[src/timing_pkg.sv]
package timing_pkg;

  localparam int CLOCK_WIDTH = 8;
  localparam int BUS_WIDTH = 2;
  localparam int EA_WIDTH_DEFAULT = 8;
  localparam int EA_WIDTH_MAX = 16;
  localparam int OP_COUNT = 32;
  localparam int CASE_COUNT = 3;

  // instruction groups whose timing differs; arithmetic shifts split by direction, other direction and set/clear/change variants share
  typedef enum logic [4:0] {
    DECIMAL_ADD_REG, DECIMAL_ADD_MEM, DECIMAL_SUBTRACT_REG, DECIMAL_SUBTRACT_MEM,
    EXTENDED_ADD_REG, EXTENDED_ADD_MEM, EXTENDED_SUBTRACT_REG, EXTENDED_SUBTRACT_MEM,
    COMPARE_MEM, CLEAR_OPERAND_REG, CLEAR_OPERAND_MEM, DECIMAL_NEGATE_REG,
    TEST_AND_SET_REG, TEST_AND_SET_MEM, SET_COND_REG, SET_COND_MEM,
    SIGN_EXTEND_REG, LOGICAL_SHIFT_STATIC, LOGICAL_SHIFT_DYNAMIC, LOGICAL_SHIFT_MEM,
    ARITH_LEFT_SHIFT_REG, ARITH_RIGHT_SHIFT_REG, ARITH_LEFT_SHIFT_MEM, ARITH_RIGHT_SHIFT_MEM,
    PLAIN_ROTATE_REG, PLAIN_ROTATE_MEM, EXTEND_ROTATE_REG, EXTEND_ROTATE_MEM,
    BIT_TEST_REG, BIT_TEST_MEM, BIT_SET_REG, BIT_SET_MEM
  } op_e;

  typedef enum logic [1:0] {
    CASE_BEST = 2'h0,
    CASE_CACHE = 2'h1,
    CASE_WORST = 2'h2
  } case_e;

  typedef struct packed {
    logic [CLOCK_WIDTH-1:0] clocks;
    logic [BUS_WIDTH-1:0] reads;
    logic [BUS_WIDTH-1:0] prefetches;
    logic [BUS_WIDTH-1:0] writes;
  } timing_s;

  function automatic timing_s entry(input logic [CLOCK_WIDTH-1:0] c, input logic [5:0] rpw);
    entry = '{clocks: c, reads: rpw[5:4], prefetches: rpw[3:2], writes: rpw[1:0]};
  endfunction

  // best, cache, worst; bus cycles {reads, prefetches, writes} are inside the clock count
  localparam timing_s TIMING_TABLE [OP_COUNT][CASE_COUNT] = '{
    '{entry(8'h04, 6'h00), entry(8'h04, 6'h00), entry(8'h05, 6'h04)},
    '{entry(8'h0E, 6'h21), entry(8'h10, 6'h21), entry(8'h11, 6'h25)},
    '{entry(8'h04, 6'h00), entry(8'h04, 6'h00), entry(8'h05, 6'h04)},
    '{entry(8'h0E, 6'h21), entry(8'h10, 6'h21), entry(8'h11, 6'h25)},
    '{entry(8'h02, 6'h00), entry(8'h02, 6'h00), entry(8'h03, 6'h04)},
    '{entry(8'h0A, 6'h21), entry(8'h0C, 6'h21), entry(8'h0D, 6'h25)},
    '{entry(8'h02, 6'h00), entry(8'h02, 6'h00), entry(8'h03, 6'h04)},
    '{entry(8'h0A, 6'h21), entry(8'h0C, 6'h21), entry(8'h0D, 6'h25)},
    '{entry(8'h08, 6'h20), entry(8'h09, 6'h20), entry(8'h0A, 6'h24)},
    '{entry(8'h00, 6'h00), entry(8'h02, 6'h00), entry(8'h03, 6'h04)},
    '{entry(8'h03, 6'h01), entry(8'h04, 6'h01), entry(8'h06, 6'h05)},
    '{entry(8'h06, 6'h00), entry(8'h06, 6'h00), entry(8'h06, 6'h04)},
    '{entry(8'h01, 6'h00), entry(8'h04, 6'h00), entry(8'h04, 6'h04)},
    '{entry(8'h0C, 6'h11), entry(8'h0C, 6'h11), entry(8'h0D, 6'h15)},
    '{entry(8'h01, 6'h00), entry(8'h04, 6'h00), entry(8'h04, 6'h04)},
    '{entry(8'h06, 6'h01), entry(8'h06, 6'h01), entry(8'h06, 6'h05)},
    '{entry(8'h01, 6'h00), entry(8'h04, 6'h00), entry(8'h04, 6'h04)},
    '{entry(8'h01, 6'h00), entry(8'h04, 6'h00), entry(8'h04, 6'h04)},
    '{entry(8'h03, 6'h00), entry(8'h06, 6'h00), entry(8'h06, 6'h04)},
    '{entry(8'h05, 6'h01), entry(8'h05, 6'h01), entry(8'h06, 6'h05)},
    '{entry(8'h05, 6'h00), entry(8'h08, 6'h00), entry(8'h08, 6'h04)},
    '{entry(8'h03, 6'h00), entry(8'h06, 6'h00), entry(8'h06, 6'h04)},
    '{entry(8'h06, 6'h01), entry(8'h06, 6'h01), entry(8'h07, 6'h05)},
    '{entry(8'h05, 6'h01), entry(8'h05, 6'h01), entry(8'h06, 6'h05)},
    '{entry(8'h05, 6'h00), entry(8'h08, 6'h00), entry(8'h08, 6'h04)},
    '{entry(8'h07, 6'h01), entry(8'h07, 6'h01), entry(8'h07, 6'h05)},
    '{entry(8'h09, 6'h00), entry(8'h0C, 6'h00), entry(8'h0C, 6'h04)},
    '{entry(8'h05, 6'h01), entry(8'h05, 6'h01), entry(8'h06, 6'h05)},
    '{entry(8'h01, 6'h00), entry(8'h04, 6'h00), entry(8'h05, 6'h04)},
    '{entry(8'h04, 6'h00), entry(8'h04, 6'h00), entry(8'h05, 6'h04)},
    '{entry(8'h01, 6'h00), entry(8'h04, 6'h00), entry(8'h05, 6'h04)},
    '{entry(8'h04, 6'h01), entry(8'h04, 6'h01), entry(8'h05, 6'h05)}
  };

  // one bit per op: effective address time is added on top of the listed count
  localparam logic [OP_COUNT-1:0] EA_ADDED = 32'hAAC8_A400;

endpackage

[src/bcd_shift_bit_op_timing.sv]
`timescale 1ns/1ns
`default_nettype none
// Summary of operation
// - Total clocks per case include its read, prefetch and write bus cycles.
// - Shift and rotate time never depends on the shift count.
// - Decimal add/subtract registers: 4, 4, 5 clocks; worst adds one prefetch.
// - Extended add/subtract registers: 2, 2, 3 clocks; worst adds one prefetch.
// - Memory compare postincrement: two reads; 8, 9, 10 clocks.
// - Clear memory: one write; 3, 4, 6 clocks; plus address time.
// - Decimal negate register: 6 clocks always; worst has one prefetch.
// - Test-and-set memory: one read, one write; 12, 12, 13 clocks.
// - Conditional byte set memory: one write; 6 clocks every case.
// - Sign extend register: 1 clock best, 4 otherwise.
// - Static logical shift register: 1 clock best, 4 otherwise.
// - Dynamic logical shift register: 3 clocks best, 6 otherwise.
// - Arithmetic shift register: left 5 best, 8 else; right 3 best, 6 else.
// - Rotate through extend register: 9 clocks best, 12 otherwise.
// - Plain rotate memory by one: one write; 7 clocks every case.
// - Bit test register: 1, 4, 5 clocks.
// - Bit test memory: no write; 4, 4, 5 clocks plus address time.
// - Bit set/clear/change memory: one write; 4, 4, 5 clocks.
// - Flagged entries add effective address fetch time to the listed count.
module bcd_shift_bit_op_timing
  import timing_pkg::*;
#(
  parameter int EA_WIDTH = EA_WIDTH_DEFAULT,
  localparam int TOTAL_WIDTH = (EA_WIDTH > CLOCK_WIDTH ? EA_WIDTH : CLOCK_WIDTH) + 1
) (
  input wire logic core_clk,
  input wire logic reset,
  input wire logic start,
  input wire op_e op_code,
  input wire logic cache_hit,
  input wire logic overlapped,
  input wire logic [EA_WIDTH-1:0] ea_clocks,
  output logic ready,
  output logic busy,
  output logic done,
  output logic read_strobe,
  output logic prefetch_strobe,
  output logic write_strobe,
  output case_e case_used,
  output logic [TOTAL_WIDTH-1:0] total_clocks,
  output logic [BUS_WIDTH-1:0] read_count,
  output logic [BUS_WIDTH-1:0] prefetch_count,
  output logic [BUS_WIDTH-1:0] write_count
);

  if (EA_WIDTH < 1 || EA_WIDTH > EA_WIDTH_MAX) begin : g_bad_width
    $error("EA_WIDTH out of range");
  end

  typedef enum logic [1:0] {
    ST_IDLE = 2'b01,
    ST_EXEC = 2'b10
  } state_e;

  typedef logic [TOTAL_WIDTH-1:0] count_t;

  state_e state;
  count_t elapsed;
  count_t ea_base;
  count_t next_total;
  count_t next_ea;
  case_e next_case;
  timing_s sel;
  logic accept;
  logic last_cycle;

  // overlap only helps when the next opcode is already in the cache
  function automatic case_e pick_case(input logic hit, input logic overlap);
    if (!hit) begin
      pick_case = CASE_WORST;
    end else if (overlap) begin
      pick_case = CASE_BEST;
    end else begin
      pick_case = CASE_CACHE;
    end
  endfunction

  // reads follow the address time, write lands just ahead of the trailing prefetch
  function automatic logic [2:0] bus_kind(input count_t k, input count_t base,
                                          input count_t total, input logic [BUS_WIDTH-1:0] r,
                                          input logic [BUS_WIDTH-1:0] p,
                                          input logic [BUS_WIDTH-1:0] w);
    logic rd;
    logic pf;
    logic wr;
    rd = (k >= base) && ((k - base) < count_t'(r));
    pf = (p != '0) && (k == total - count_t'(1));
    wr = (w != '0) && (k == total - count_t'(1) - count_t'(p));
    bus_kind = {rd, pf, wr};
  endfunction

  always_comb begin
    next_case = pick_case(cache_hit, overlapped);
    // table lookup ignores any shift count, so timing is count independent
    sel = TIMING_TABLE[op_code][next_case];
    next_ea = EA_ADDED[op_code] ? count_t'(ea_clocks) : '0;
    next_total = count_t'(sel.clocks) + next_ea;
  end

  assign accept = (state == ST_IDLE) && start;
  assign last_cycle = (state == ST_EXEC) && (elapsed == total_clocks - count_t'(1));

  always_ff @(posedge core_clk) begin
    if (reset) begin
      state <= ST_IDLE;
      ready <= 1'b1;
      busy <= 1'b0;
      done <= 1'b0;
    end else begin
      unique case (state)
        ST_IDLE: begin
          done <= 1'b0;
          if (start) begin
            // zero-clock entries finish at once, fully overlapped
            if (next_total == '0) begin
              done <= 1'b1;
            end else begin
              state <= ST_EXEC;
              ready <= 1'b0;
              busy <= 1'b1;
            end
          end
        end
        ST_EXEC: begin
          if (last_cycle) begin
            state <= ST_IDLE;
            ready <= 1'b1;
            busy <= 1'b0;
            done <= 1'b1;
          end
        end
      endcase
    end
  end

  always_ff @(posedge core_clk) begin
    if (reset) begin
      elapsed <= '0;
    end else if (accept) begin
      elapsed <= '0;
    end else if (state == ST_EXEC) begin
      elapsed <= elapsed + count_t'(1);
    end
  end

  // latched operation figures stay visible until the next accept
  always_ff @(posedge core_clk) begin
    if (reset) begin
      total_clocks <= '0;
      ea_base <= '0;
      case_used <= CASE_BEST;
      read_count <= '0;
      prefetch_count <= '0;
      write_count <= '0;
    end else if (accept) begin
      total_clocks <= next_total;
      ea_base <= next_ea;
      case_used <= next_case;
      read_count <= sel.reads;
      prefetch_count <= sel.prefetches;
      write_count <= sel.writes;
    end
  end

  // bus strobes are placed inside the counted clocks, never beyond them
  always_ff @(posedge core_clk) begin
    if (reset) begin
      {read_strobe, prefetch_strobe, write_strobe} <= 3'h0;
    end else if (accept && next_total != '0) begin
      {read_strobe, prefetch_strobe, write_strobe} <=
        bus_kind('0, next_ea, next_total, sel.reads, sel.prefetches, sel.writes);
    end else if (state == ST_EXEC && !last_cycle) begin
      {read_strobe, prefetch_strobe, write_strobe} <=
        bus_kind(elapsed + count_t'(1), ea_base, total_clocks, read_count,
                 prefetch_count, write_count);
    end else begin
      {read_strobe, prefetch_strobe, write_strobe} <= 3'h0;
    end
  end

  // per-op figures live in TIMING_TABLE rows:
  // decimal add/subtract register rows
  // extended add/subtract register rows
  // memory compare row
  // clear memory row with address time
  // decimal negate row
  // test-and-set memory row
  // conditional set memory row
  // sign extend row
  // static logical shift row
  // dynamic logical shift row
  // arithmetic shift rows
  // extend rotate register row
  // plain rotate memory row
  // bit test register row
  // bit test memory row
  // bit set memory row

endmodule
`default_nettype wire

[config.mk]
export PLATFORM = sky130hd
export DESIGN_NAME = bcd_shift_bit_op_timing
export DESIGN_NICKNAME = d
export VERILOG_FILES = /design/src/timing_pkg.sv /design/src/bcd_shift_bit_op_timing.sv
export SDC_FILE = /design/constraint.sdc
export NUM_CORES = 1
export LEC_CHECK = 0
export BUFFER_PORTS_ARGS = -buffer_cell sky130_fd_sc_hd__buf_2
export CORE_MARGIN = 1.5
export CORE_UTILIZATION = 25
export CTS_CLUSTER_DIAMETER = 40
export CTS_CLUSTER_SIZE = 8
export DETAILED_ROUTE_END_ITERATION = 6
export SKIP_LAST_GASP = 1
export SLEW_MARGIN = 20
export SYNTH_ARGS = -nofsm -noshare
export SYNTH_HDL_FRONTEND = slang
export SYNTH_SLANG_ARGS = --single-unit
export TNS_END_PERCENT = 30
[constraint.sdc]
create_clock -name core_clk -period 5.3 [get_ports core_clk]
set_input_delay 0.265 -clock core_clk [delete_from_list [all_inputs] [get_ports core_clk]]
set_output_delay 0.265 -clock core_clk [all_outputs]
set_load 0.02 [all_outputs]
==> impl_metrics.env <==
export IMPL_rrSetupSlack_ns=2.22
export IMPL_hold_path_class="in -> reg"
export IMPL_ys_seq_area_share_pct=19.2
export IMPL_post_cts_buffers=0
export IMPL_worstSetupEndpoint="state[0]"
export IMPL_dominantRegCellSynth="dfxtp_1"
export IMPL_vias=3732
export IMPL_slew_headroom_pct=51.1
export IMPL_grt_pass1_vias=3437
export IMPL_synth_adder_area_share_pct=12.7
export IMPL_cts_sinks=38
export IMPL_io_pins=41
export IMPL_avgSynthCellArea_um2=7.36
export IMPL_final_area_um2=4500
export IMPL_first_iter_violations=267
export IMPL_synth_xor_area_share_pct=12.0
export IMPL_synth_edf_count=0
export IMPL_synth_top_area_cell="dfxtp_1"
export IMPL_cts_root_buffer_cell="clkbuf_16"
export IMPL_wl_mm=10.9
export IMPL_worstSetupEndpointType="flip-flop"
export IMPL_finalPower_uw=1030
export IMPL_clkLatencyLatePin_ns=0.28
export IMPL_crit_type="in -> reg"
export IMPL_setup_viol=0
export IMPL_drv_cap=0
export IMPL_ir_worst_vdd_uv=140
export IMPL_crit_start="op_code[0]"
export IMPL_dieWidth_um=129
export IMPL_num_fill_cells=1656
export IMPL_cts_path_max_buffers=2
export IMPL_first_pass_iters=4
export IMPL_period_share_pct=78.6
export IMPL_min_period_ns=4.16
export IMPL_layout_drive_gt1_share_pct=9.53
export IMPL_row_count=45
export IMPL_track_usage_pct=13.1
export IMPL_leakage_uw=0.00176
export IMPL_synth_compound_area_share_pct=22.2
export IMPL_syn_area_um2=3970
export IMPL_antenna_found_initial=0
export IMPL_final_nets=612
export IMPL_clock_skew_final_ns=0.00637
export IMPL_critPathLaunchType="input pin"
export IMPL_antenna_left=0
export IMPL_worstPathArrival_ns=4.34
export IMPL_grt_max_degree=30
export IMPL_synth_seq_cells=38
export IMPL_routedWlPerCell_um=14.2
export IMPL_muxShareOfSynthArea_pct=2.33
export IMPL_power_density_nw_per_um2=229
export IMPL_drc=0
export IMPL_vias_per_cell=4.87
export IMPL_syn_to_final_growth_pct=13.5
export IMPL_status="finished, final reports clean"
export IMPL_synth_async_reset_ratio_pct=0
export IMPL_final_hold_viol_count=0
export IMPL_rr_endpoint="read_strobe"
export IMPL_reg2reg_from="elapsed[0]"
export IMPL_fp_coreArea_um2=15400
export IMPL_gp_congestion=0.839
export IMPL_die_area_um2=16600
export IMPL_required_ns=5.47
export IMPL_synth_top_family_by_area="simple AND/OR/NAND/NOR gates"
export IMPL_portBuffers=38
export IMPL_fin_tns_setup_ns=0
export IMPL_place_hpwl_mm=8.65
export IMPL_seq_area_um2=761
export IMPL_cts_buffers=5
export IMPL_yosys_area_top_type_share_pct=19.2
export IMPL_multi_input_area_um2=2970
export IMPL_worstMarginPinSlew_ns=0.731
export IMPL_yosys_area_share_simple_pct=25.4
export IMPL_ys_warn_count=0
export IMPL_post_cts_resized=0
export IMPL_clkTransAtPathRegs_ns=0.06
export IMPL_grt_pass1_wl_mm=17.3
export IMPL_reg2reg_depth=10
export IMPL_initial_core_util_pct=25.8
export IMPL_htreeDepth=2
export IMPL_hold_buffers=0
export IMPL_synth_cells=539
export IMPL_cts_tree="yes"
export IMPL_rsz0062_at_grt="no"
export IMPL_synth_cell_type_count=61
export IMPL_gr_total_overflow=0
export IMPL_fin_util_pct=29.3
export IMPL_diodes=0
export IMPL_crit_fanout=15
export IMPL_maxSlewViolCount=0
export IMPL_die_h_um=129
export IMPL_synth_area_top_cells="dfxtp_1, ha_1, a21oi_1, xnor2_1, nor2_1"
export IMPL_max_freq_mhz=240
export IMPL_placed_cell_area_um2=4310
-- cell usage after synthesis, types with 5 or more instances --
cell type  count
nor2_1        55
o21ai_0       36
or3_1          7
mux2i_1        7
and2_1         7
ha_1          37
a211oi_1       7
dfxtp_1       38
nor2b_1        9
or4_1          7
nand2b_1      12
o21a_1         5
o211ai_1       5
nand2_1       50
clkbuf_1      21
nor4_1         6
buf_1          7
a21oi_1       46
nor3_1        10
xnor2_1       24
xor2_1        20
inv_1         31
nand3_1       20
-- logic make-up after synthesis --
group | Yosys count
flops | 38
other cells | 1
buf+inv | 62
simple gates | 203
mux | 9
xor+xnor | 48
fa+ha+maj | 39
compound gates | 139
-- where the power goes --
group | internal, uW | switching (uW)
logic | 126 | 199
clock network | 271 | 127
registers | 295 | 13.0
total | 691 | 339
-- layout make-up --
class                      instances  share of cell area, %
clock buffer                       5                   2.78
clock inverter                     3                   1.53
inverter                          31                   2.59
multi-input combinational        440                   65.9
sequential                        38                   16.9
tap                              211                   5.87
timing repair buffer              39                   4.39
-- how the worst min path moves through the flow --
stage,startpoint,slack [ns],endpoint,depth (start not counted)
floorplan,ea_clocks[5],0.41,ea_base[5],2
detailed placement,ea_base[3],0.45,ea_base[3],2
global placement,ea_base[6],0.44,ea_base[6],2
finish,ea_clocks[5],0.31,ea_base[5],3
CTS,ea_clocks[5],0.30,ea_base[5],3
global route,ea_clocks[5],0.33,ea_base[5],3
-- stage by stage --
| step | hold WS [ns] | std cells | setup WS (ns) |
|---|---|---|---|
| floorplan | 0.412 | 540 | 1.40 |
| global placement | 0.441 | 759 | 1.07 |
| detailed placement | 0.447 | 759 | 0.955 |
| CTS | 0.298 | 767 | 1.25 |
| global route | 0.331 | 767 | 0.747 |
| finish | 0.313 | 767 | 1.14 |
-- worst max-delay path: stages --
cell	delay, ns
buf_2	0.25
ha_1	0.28
mux2i_1	0.08
o21ai_0	0.26
a22o_1	0.44
nand2_1	0.13
inv_1	0.10
ha_1	0.19
inv_1	0.06
fa_1	0.38
nand2b_1	0.19
a21oi_1	0.55
or4_1	0.20
a211oi_1	0.06
o21ai_0	0.37
o21ai_0	0.20
a221o_1	0.31
-- metal layers --
layer | GRT usage (%) | share of wire, %
met2 | 22.8 | 48
met1 | 17.3 | 48
met3 | 1.58 | 3.2
met4 | 2.91 | 0.49
met5 | 0 | 0
-- cells in the final DEF, fill, tap and decap left out, types with 4 or more instances in the layout --
master,instances
mux2i_1,7
o211ai_1,5
a21boi_0,4
o21a_1,5
nand2_1,50
or3_1,7
nor3b_1,4
a21oi_1,46
nor4_1,6
nand2b_1,12
dfxtp_1,38
nand3b_1,4
xnor3_1,4
and2_1,7
clkbuf_16,5
nand3_1,20
nor3_1,10
ha_1,37
buf_2,38
xnor2_1,24
inv_1,31
xor2_1,20
o21ai_0,36
o31ai_1,4
or4_1,7
nor2_1,55
a211oi_1,7
nor2b_1,9
-- flip-flops by register name, indices dropped and copies added (netlist names) --
name and flops:
elapsed 9, total_clocks 9, ea_base 8, case_used 2, read_count 2, busy 1
done 1, prefetch_count 1, prefetch_strobe 1, read_strobe 1, state 1, write_count 1
write_strobe 1
No activity file was read; power rests on OpenSTA's default activity.
